File: src/design/eccr_pkg.sv
package eccr_pkg;
    // register offsets; the a copy sits at 0x08 by analogy with the other pairs
    localparam logic [7:0] ECCR_OFF_A = 8'h08;
    localparam logic [7:0] ECCR_OFF_B = 8'h28;
    localparam logic [7:0] ECCR_RESET = 8'hfb;
    // field positions
    localparam int ECCR_BIT_NLP_SEL = 0;
    localparam int ECCR_BIT_PATH_DET = 1;
    localparam int ECCR_BIT_PATH_CLR = 2;
    localparam int ECCR_BIT_RESERVED = 3;
    localparam int ECCR_BIT_RING = 4;
    localparam int ECCR_BIT_REJ_ECHO = 5;
    localparam int ECCR_BIT_INJ = 6;
    localparam int ECCR_BIT_REJ_DT = 7;

    // decoded controls of one canceller
    typedef struct packed {
        logic noise_est_reject_doubletalk;
        logic noise_est_reject_echo;
        logic instability_detect_enable;
        logic path_change_detect_enable;
        logic nonlinear_proc_variant_select;
        logic reserved_ok;
    } eccr_ctrl_s;

    // path change actions
    typedef struct packed {
        logic clear_estimate;
        logic fast_converge;
    } eccr_path_s;
endpackage : eccr_pkg

File: src/design/eccr_top.sv
module eccr_top (
    input wire logic pclk, // apb clock, 50 mhz
    input wire logic presetn, // async reset, active low
    input wire logic psel, // apb select
    input wire logic penable, // apb access phase
    input wire logic pwrite, // apb direction
    input wire logic [7:0] paddr, // apb byte address
    input wire logic [31:0] pwdata, // apb write data
    output logic [31:0] prdata, // apb read data
    output logic pready, // apb ready
    output logic pslverr, // apb error on unmapped address
    input wire logic [1:0] path_change_in, // path change event per canceller, same clock
    output eccr_pkg::eccr_ctrl_s [1:0] ctrl_out, // decoded controls per canceller
    output eccr_pkg::eccr_path_s [1:0] path_out // path change actions, one cycle behind the event and high for as long as it is held
);
    import eccr_pkg::*;

    logic [1:0][7:0] reg_q, reg_d;
    logic [31:0] prdata_q, prdata_d;
    logic pready_q, pready_d, pslverr_q, pslverr_d;
    eccr_ctrl_s [1:0] ctrl_q, ctrl_d;
    eccr_path_s [1:0] path_q, path_d;
    logic hit_a, hit_b;

    // decoded power-up controls, so ctrl_out agrees with the register from the first edge after reset
    localparam eccr_ctrl_s ECCR_CTRL_RST = '{
        noise_est_reject_doubletalk: ECCR_RESET[ECCR_BIT_REJ_DT],
        noise_est_reject_echo: ECCR_RESET[ECCR_BIT_REJ_ECHO],
        instability_detect_enable: ECCR_RESET[ECCR_BIT_RING],
        path_change_detect_enable: ECCR_RESET[ECCR_BIT_PATH_DET],
        nonlinear_proc_variant_select: ECCR_RESET[ECCR_BIT_NLP_SEL],
        reserved_ok: ECCR_RESET[ECCR_BIT_RESERVED]
    };

    assign hit_a = (paddr == ECCR_OFF_A);
    assign hit_b = (paddr == ECCR_OFF_B);

    // bus slave: one wait state, answer on the second cycle of the access phase
    // writes commit one edge before the taking edge, at the edge that raises pready; an apb access cannot be withdrawn
    always_comb begin
        reg_d = reg_q;
        prdata_d = 32'h0;
        pready_d = 1'b0;
        pslverr_d = 1'b0;
        if (psel && penable && !pready_q) begin
            pready_d = 1'b1;
            pslverr_d = !(hit_a || hit_b);
            if (pwrite && hit_a) begin
                reg_d[0] = pwdata[7:0];
            end
            if (pwrite && hit_b) begin
                reg_d[1] = pwdata[7:0];
            end
            if (!pwrite && hit_a) begin
                prdata_d = {24'h0, reg_q[0]};
            end
            if (!pwrite && hit_b) begin
                prdata_d = {24'h0, reg_q[1]};
            end
        end
    end

    // decode per canceller; outputs registered so they come from flops
    always_comb begin
        for (int i = 0; i < 2; i++) begin
            ctrl_d[i].noise_est_reject_doubletalk = reg_d[i][ECCR_BIT_REJ_DT];
            ctrl_d[i].noise_est_reject_echo = reg_d[i][ECCR_BIT_REJ_ECHO];
            ctrl_d[i].instability_detect_enable = reg_d[i][ECCR_BIT_RING];
            ctrl_d[i].path_change_detect_enable = reg_d[i][ECCR_BIT_PATH_DET];
            ctrl_d[i].nonlinear_proc_variant_select = reg_d[i][ECCR_BIT_NLP_SEL];
            // reserved bit left low means software broke the write-as-one contract
            ctrl_d[i].reserved_ok = reg_d[i][ECCR_BIT_RESERVED];
            // detector gated by its enable, so the clear bit is ignored when off
            path_d[i].fast_converge = path_change_in[i] && reg_q[i][ECCR_BIT_PATH_DET];
            path_d[i].clear_estimate = path_change_in[i] && reg_q[i][ECCR_BIT_PATH_DET]
                && reg_q[i][ECCR_BIT_PATH_CLR];
        end
    end

    always_ff @(posedge pclk or negedge presetn) begin
        if (!presetn) begin
            reg_q <= {ECCR_RESET, ECCR_RESET};
            prdata_q <= 32'h0;
            pready_q <= 1'b0;
            pslverr_q <= 1'b0;
            ctrl_q <= {ECCR_CTRL_RST, ECCR_CTRL_RST};
            path_q <= '0;
        end else begin
            reg_q <= reg_d;
            prdata_q <= prdata_d;
            pready_q <= pready_d;
            pslverr_q <= pslverr_d;
            ctrl_q <= ctrl_d;
            path_q <= path_d;
        end
    end

    assign prdata = prdata_q;
    assign pready = pready_q;
    assign pslverr = pslverr_q;
    assign ctrl_out = ctrl_q;
    assign path_out = path_q;

    // checks
    fast_on_change_a: assert property (@(posedge pclk) disable iff (!presetn)
        path_change_in[1] && reg_q[1][ECCR_BIT_PATH_DET] |=> path_out[1].fast_converge)
        else $error("no fast convergence on path change");
    clear_on_change_a: assert property (@(posedge pclk) disable iff (!presetn)
        path_change_in[0] && reg_q[0][ECCR_BIT_PATH_DET] && reg_q[0][ECCR_BIT_PATH_CLR]
        |=> path_out[0].clear_estimate)
        else $error("estimate not cleared");
    keep_estimate_a: assert property (@(posedge pclk) disable iff (!presetn)
        !reg_q[0][ECCR_BIT_PATH_CLR] |=> !path_out[0].clear_estimate)
        else $error("estimate cleared with clear bit low");
    detect_gated_a: assert property (@(posedge pclk) disable iff (!presetn)
        !reg_q[1][ECCR_BIT_PATH_DET] |=> path_out[1] == '0)
        else $error("path action with detector off");
    b_write_a: assert property (@(posedge pclk) disable iff (!presetn)
        psel && penable && !pready && pwrite && paddr == 8'h28 |=> reg_q[1] == $past(pwdata[7:0]))
        else $error("b register not written");
    b_read_a: assert property (@(posedge pclk) disable iff (!presetn)
        psel && penable && !pready && !pwrite && paddr == 8'h28 |=> pready && prdata[7:0] == $past(reg_q[1]))
        else $error("b register read wrong");
    reject_follow_a: assert property (@(posedge pclk) disable iff (!presetn)
        ##1 ctrl_out[0].noise_est_reject_doubletalk == $past(reg_q[0][ECCR_BIT_REJ_DT], 1)
        || $past(psel && penable && pwrite))
        else $error("doubletalk rejection mismatch");
    nlp_follow_a: assert property (@(posedge pclk) disable iff (!presetn)
        ctrl_out[1].nonlinear_proc_variant_select == reg_q[1][ECCR_BIT_NLP_SEL])
        else $error("nlp select mismatch");
    ring_follow_a: assert property (@(posedge pclk) disable iff (!presetn)
        ctrl_out[0].instability_detect_enable == reg_q[0][ECCR_BIT_RING])
        else $error("instability enable mismatch");
    reserved_a: assert property (@(posedge pclk) disable iff (!presetn)
        ctrl_out[1].reserved_ok == reg_q[1][ECCR_BIT_RESERVED])
        else $error("reserved flag mismatch");
    // bus timing: one wait state, ready stands one cycle, read data zero outside the answer
    ready_wait_a: assert property (@(posedge pclk) disable iff (!presetn)
        psel && penable && !pready |=> pready)
        else $error("no ready after access");
    ready_pulse_a: assert property (@(posedge pclk) disable iff (!presetn)
        pready |=> !pready)
        else $error("ready held past one cycle");
    idle_ready_a: assert property (@(posedge pclk) disable iff (!presetn)
        !(psel && penable) |=> !pready)
        else $error("ready without access");
    rdata_idle_a: assert property (@(posedge pclk) disable iff (!presetn)
        !pready |-> prdata == 32'h0)
        else $error("read data outside answer");
    upper_zero_a: assert property (@(posedge pclk) disable iff (!presetn)
        pready |-> prdata[31:8] == 24'h0)
        else $error("upper read bits not zero");
    // address map: only the two copies answer without error, and only a write moves a register
    unmapped_err_a: assert property (@(posedge pclk) disable iff (!presetn)
        psel && penable && !pready && paddr != ECCR_OFF_A && paddr != ECCR_OFF_B
        |=> pready && pslverr && prdata == 32'h0)
        else $error("unmapped access not refused");
    mapped_ok_a: assert property (@(posedge pclk) disable iff (!presetn)
        psel && penable && !pready && (paddr == ECCR_OFF_A || paddr == ECCR_OFF_B) |=> !pslverr)
        else $error("error on mapped access");
    b_hold_a: assert property (@(posedge pclk) disable iff (!presetn)
        !(psel && penable && !pready && pwrite && paddr == ECCR_OFF_B) |=> $stable(reg_q[1]))
        else $error("b register changed without write");
    a_write_a: assert property (@(posedge pclk) disable iff (!presetn)
        psel && penable && !pready && pwrite && paddr == ECCR_OFF_A |=> reg_q[0] == $past(pwdata[7:0]))
        else $error("a register not written");
    a_read_a: assert property (@(posedge pclk) disable iff (!presetn)
        psel && penable && !pready && !pwrite && paddr == ECCR_OFF_A |=> pready && prdata[7:0] == $past(reg_q[0]))
        else $error("a register read wrong");
    a_hold_a: assert property (@(posedge pclk) disable iff (!presetn)
        !(psel && penable && !pready && pwrite && paddr == ECCR_OFF_A) |=> $stable(reg_q[0]))
        else $error("a register changed without write");
    // path actions on the canceller that the checks above leave out, then clear-with-fast and no-action-without-event checks on both
    a_fast_change_a: assert property (@(posedge pclk) disable iff (!presetn)
        path_change_in[0] && reg_q[0][ECCR_BIT_PATH_DET] |=> path_out[0].fast_converge)
        else $error("a no fast convergence on path change");
    b_clear_change_a: assert property (@(posedge pclk) disable iff (!presetn)
        path_change_in[1] && reg_q[1][ECCR_BIT_PATH_DET] && reg_q[1][ECCR_BIT_PATH_CLR] |=> path_out[1].clear_estimate)
        else $error("b estimate not cleared");
    b_keep_estimate_a: assert property (@(posedge pclk) disable iff (!presetn)
        !reg_q[1][ECCR_BIT_PATH_CLR] |=> !path_out[1].clear_estimate)
        else $error("b estimate cleared with clear bit low");
    a_detect_gated_a: assert property (@(posedge pclk) disable iff (!presetn)
        !reg_q[0][ECCR_BIT_PATH_DET] |=> path_out[0] == '0)
        else $error("a path action with detector off");
    a_clear_fast_a: assert property (@(posedge pclk) disable iff (!presetn)
        path_out[0].clear_estimate |-> path_out[0].fast_converge)
        else $error("a clear without fast convergence");
    b_clear_fast_a: assert property (@(posedge pclk) disable iff (!presetn)
        path_out[1].clear_estimate |-> path_out[1].fast_converge)
        else $error("b clear without fast convergence");
    a_quiet_idle_a: assert property (@(posedge pclk) disable iff (!presetn)
        !path_change_in[0] |=> path_out[0] == '0)
        else $error("a path action without event");
    b_quiet_idle_a: assert property (@(posedge pclk) disable iff (!presetn)
        !path_change_in[1] |=> path_out[1] == '0)
        else $error("b path action without event");
    // decoded controls of the fields the checks above leave out
    b_dt_follow_a: assert property (@(posedge pclk) disable iff (!presetn)
        ctrl_out[1].noise_est_reject_doubletalk == reg_q[1][ECCR_BIT_REJ_DT])
        else $error("b doubletalk rejection mismatch");
    a_echo_follow_a: assert property (@(posedge pclk) disable iff (!presetn)
        ctrl_out[0].noise_est_reject_echo == reg_q[0][ECCR_BIT_REJ_ECHO])
        else $error("a echo rejection mismatch");
    b_echo_follow_a: assert property (@(posedge pclk) disable iff (!presetn)
        ctrl_out[1].noise_est_reject_echo == reg_q[1][ECCR_BIT_REJ_ECHO])
        else $error("b echo rejection mismatch");
    a_det_follow_a: assert property (@(posedge pclk) disable iff (!presetn)
        ctrl_out[0].path_change_detect_enable == reg_q[0][ECCR_BIT_PATH_DET])
        else $error("a detect enable mismatch");
    b_det_follow_a: assert property (@(posedge pclk) disable iff (!presetn)
        ctrl_out[1].path_change_detect_enable == reg_q[1][ECCR_BIT_PATH_DET])
        else $error("b detect enable mismatch");
    a_nlp_follow_a: assert property (@(posedge pclk) disable iff (!presetn)
        ctrl_out[0].nonlinear_proc_variant_select == reg_q[0][ECCR_BIT_NLP_SEL])
        else $error("a nlp select mismatch");
    b_ring_follow_a: assert property (@(posedge pclk) disable iff (!presetn)
        ctrl_out[1].instability_detect_enable == reg_q[1][ECCR_BIT_RING])
        else $error("b instability enable mismatch");
    a_reserved_a: assert property (@(posedge pclk) disable iff (!presetn)
        ctrl_out[0].reserved_ok == reg_q[0][ECCR_BIT_RESERVED])
        else $error("a reserved flag mismatch");
    cv_write_b: cover property (@(posedge pclk) psel && penable && pready && pwrite && paddr == 8'h28);
    cv_clear: cover property (@(posedge pclk) path_out[0].clear_estimate);
    cv_keep: cover property (@(posedge pclk) path_out[1].fast_converge && !path_out[1].clear_estimate);
    cv_err: cover property (@(posedge pclk) pready && pslverr);
    cv_det_off: cover property (@(posedge pclk) path_change_in[1] && !reg_q[1][ECCR_BIT_PATH_DET]);
endmodule : eccr_top

File: config.mk
export PLATFORM = sky130hd
export DESIGN_NAME = eccr_top
export DESIGN_NICKNAME = d
export VERILOG_FILES = /design/src/design/eccr_pkg.sv /design/src/design/eccr_top.sv
export SDC_FILE = /design/constraint.sdc
export NUM_CORES = 1
export LEC_CHECK = 0
export ABC_AREA = 1
export BUFFER_PORTS_ARGS = -buffer_cell sky130_fd_sc_hd__buf_2
export CAP_MARGIN = 40
export CELL_PAD_IN_SITES_DETAIL_PLACEMENT = 1
export CELL_PAD_IN_SITES_GLOBAL_PLACEMENT = 1
export CORE_UTILIZATION = 31
export DETAILED_ROUTE_END_ITERATION = 10
export GPL_TIMING_DRIVEN = 1
export PLACE_DENSITY_LB_ADDON = 0.1
export SLEW_MARGIN = 40
export SYNTH_ARGS = -nofsm -noshare
export SYNTH_HDL_FRONTEND = slang
export SYNTH_SLANG_ARGS = --single-unit
File: constraint.sdc
create_clock -name pclk -period 1.35 [get_ports pclk]
set_input_delay 0.405 -clock pclk [delete_from_list [all_inputs] [get_ports pclk]]
set_output_delay 0.405 -clock pclk [all_outputs]
set_load 0.03 [all_outputs]
After elaboration in Yosys (flattened, before gate mapping) --
Index checks and enable logic that the tools add are counted.
Storage, ports and cells: bits in registers 66, bits in latches 0, bits in writable memories 0, memory bits (read-only) 0, bits of input ports 47, memories 0
Operators by class: add/subtract/negate cells 0, multipliers 0, divide/modulo/power cells 0, $lt $le $gt $ge 0, equality and inequality tests 2, shifts and indexed selects 0, multiplexer cells 8, bitwise gates (word level) 0, reduce and logical (&&, ||, !) cells 16
Operators by type and width (count):
- 32-bit 2-to-1 mux | 2
- 8-bit 2-to-1 mux | 3
- 16-bit 2-to-1 mux | 1
- 1-bit logical AND | 10
- 8-bit by 4-bit equality test with 1-bit output (second input constant) | 1
- 8-bit by 6-bit equality test with 1-bit output (second input constant) | 1
- 2-bit AND reduction | 2
- 1-bit logical NOT | 3
- 1-bit 2-to-1 mux | 2
- 1-bit logical OR | 1

Logic depth before layout (Yosys ltp) --
depth in word-level cells 5, mapped depth 9, mapped depth without buffers 8

Worst setup path after synthesis --
OpenSTA, ideal clock, no wires.
path type flip-flop to flip-flop, start reg pready_q, in the netlist pready, end reg reg_q[2] in the netlist's numbering, library setup time 0.118 ns, arrival 1.234 ns, path slack -0.003 ns, cell stages (with the launch flop) 8, cell sequence dfrtp_1 -> nor2_2 -> nand2_4 -> nor2_4 -> nand2_4 -> buf_6 -> nand2_2 -> o21ai_2
Between the ends: word-level cells in the longest chain between the ends 3
Ends and longest elaborated chain:
- start: declaration | line eccr_top.sv:20 | logic pready_q, pready_d, pslverr_q, pslverr_d;
- start signal: assignment | line eccr_top.sv:91 | pready_q <= pready_d;
- 1-bit logical NOT | line eccr_top.sv:45 | if (psel && penable && !pready_q) begin
- 1-bit logical AND | line eccr_top.sv:45
- 2-bit AND reduction (no line)
- end signal: assignment | line eccr_top.sv:82 | reg_q <= {ECCR_RESET, ECCR_RESET};
- end signal: assignment | line eccr_top.sv:89 | reg_q <= reg_d;
- end: declaration | line eccr_top.sv:18 | logic [1:0][7:0] reg_q, reg_d;
No other way between the ends. A chain may end at the register's enable or synchronous reset.

==> metrics.md <==
| Metric | Value |
|---|---|
| Synth Area in Simple Gates | 20.6% |
| CTS HTree Levels | 2 |
| Required time worst endpoint | 0.95 ns |
| GRT overflow | 0 |
| Clk buf depth | 2 |
| Clk_lat worst skew | 0.28 ns |
| Worst Skew | 0.00627 ns |
| Compound-gate portion of the synthesized area | 9.90% |
| Starting Density | 32.4% |
| Power Dens Cells | 909 nW/µm² |
| CP peak stage delay | 0.55 ns |
| First-pass GRT wire length | 5.95 mm |
| Cells after DPL | 290 |
| Antenna violations before repair | 0 |
| Routability congestion estimate | 0.708 |
| CP Launch Type | flop |
| Total Routing Usage GR | 14.4% |
| Final period util | 101% |
| Largest net degree at the start of global routing | 19 |
| Max cap viols | 0 |
| Failing checks | setup timing |
| CTS tree | done |
| Via count | 1,271 |
| DRC | 0 |
| Row count | 26 |
| Final HPWL DP | 2.74 mm |
| DR pass1 iterations | 4 |
| Final Non-Filler Cells | 310 |
| Hold WS | 0.0182 ns |
| Post-layout min period | 1.36 ns |
| Crit path max-delay family | flip-flops |
| CTS clk-pin slew, worst paths | 0.06 ns |
| Syn Std Cell Area | 1670 µm² |
| RSZ-0062 raised after global routing | true |
| Setup ws final | -0.00966 ns |
| Fin util | 41.2% |
| Synthesis-stage register bit count | 30 |
| CP max-delay cell | dfstp_2 |
| Power, Total | 1930 µW |
| R2R cell count | 6 |
| WP depth | 1 |
| Cts bufs inserted | 5 |
| Area delta synth->final | 27.1% |
| Pre-CTS setup slack | -0.0652 ns |
| Hold WC Path Type | input port to asynchronous set/reset pin |
| Ratio of cells with drive above 1 in the final layout | 52.1% |
| Final Max Slew Viols | 0 |
| CTS Hold Bufs | 0 |
| Full die area | 5680 µm² |
| Setup violations, final | 4 |
| Crit path buf inv count | 1 |
| Pleak | 0.00115 µW |
| Die Ht | 75.4 µm |
| Post-synthesis mux area share | 0% |
| Adder-cell area share of the yosys netlist | 0% |
| Starting DRT DRC Count | 43 |
| Crit path capture type | output pin |
| Worst Path Max Fanout | 2 |
| Ant. Diodes | 0 |
| I/O pins | 97 |
| Core Region | 5140 µm² |
| Mapped Cells | 179 |
| Seq/Total Area, Yosys | 46.1% |
| Post-Synth XOR/XNOR Area | 0% |
| I/O Buffers | 48 |
| Syn. warnings | 0 |
| DIE WIDTH | 75.4 µm |
| Drt total wl | 3.68 mm |
| Syn_area_per_cell | 9.32 µm² |
| Most frequent cells in the layout | buf_2, nand2_1, conb_1 |
| Most common cell after layout, fill and taps aside | buf_2 |
| Largest family of logic cells by synthesized area | buffers and inverters |
| CTS Sinks | 30 |
| Peak VDD IR | 0.000469 V |
| Status | finished with violations |
| Max Freq | 0.735 GHz |
| Vias in the first global route | 1,314 |
| CP arrival | 0.95 ns |
| Synth unique cells | 20 |
| Post-detailed-route wirelength per cell | 11.9 µm |
| Kind of critical path | flop to output pin |
| Root Buffer | clkbuf_8 |
| Final hold vios | 0 |
| Vias per inst | 4.10 |
| Total Nets Final | 286 |
| Post-route ant nets | 0 |
| CP Cell Sequence | buf_6 |
==> worst paths after layout <==
path                                    from            to  slack, ns
setup / recovery                   reg_q[13]  ctrl_out[10]      -0.01
hold / removal                       presetn     prdata[1]       0.02
setup reg to reg                      pready      reg_q[8]       0.11
hold reg to reg                    reg_q[10]     reg_q[10]       0.49
max in group asynchronous            presetn     reg_q[11]       0.84
min in group pclk          path_change_in[0]   path_out[0]       0.33
==> cell type report <==
cell class / count / area (µm²)
fillers: 651 / 3020
flip-flops and latches: 30 / 769
multi-input cells: 110 / 599
repair buffers: 68 / 478
inverters: 24 / 93.8
well taps: 70 / 87.6
clock buffers: 7 / 86.3
clock inverters: 1 / 5.00
==> per-layer routing <==
metal  GRT usage [%]  vias to the layer above  wire length, µm
met4            6.38                        0               88
met2            26.0                       52             1920
met5               0                        -                0
met3            3.70                        7              199
li1                -                      608                -
met1            16.0                      604             1470
==> registers in the layout, summed over array words and instances, names as in the netlist <==
name	cells
path_out	4
pslverr	1
pready	1
prdata	8
reg_q	16
==> power by group <==
group	leakage, µW	total [µW]	switching (µW)	internal, µW
Clock	0.0000482	743	333	411
Combinational	0.000738	262	194	68.0
Sequential	0.000365	921	6.16	915
Total	0.00115	1930	533	1390
==> synthesized netlist by cell type <==
cell type	count	area share, %
inv_2	1	0.22
nand3_2	1	0.60
conb_1	1	0.22
nand2_1	27	6.1
buf_4	36	16
nand3_1	12	3.6
nand2_4	4	2.7
nor2_2	3	1.1
inv_4	1	0.38
nor2_4	4	2.7
nor3_1	1	0.30
o21ai_2	16	8.4
inv_1	21	4.7
clkinv_2	1	0.30
a21oi_1	5	1.5
dfstp_2	14	22
dfrtp_1	16	24
nor2_1	9	2.0
buf_6	2	1.4
nand2_2	4	1.5
==> through the flow <==
stage,area (µm²),setup TNS (ns)
2_1_floorplan,1760,0
3_3_place_gp,1860,-0.395
3_5_place_dp,1860,-0.663
4_1_cts,2120,-0.128
5_1_grt,2120,-0.325
6_report,2120,-0.0260
==> repair_timing <==
item	4_1_cts	5_1_grt
setup buffers	12	0
pin swaps	0	0
gates resized for setup	24	0
endpoints found under the setup margin	12	12
==> cell families (layout without fill, tap and decap cells) <==
family          Yosys count  count (layout)
simple gates             65              65
buf+inv                  62             100
flops                    30              30
compound gates           21              21
other cells               1              24
Note: power is estimated with default switching activity, not from simulation.
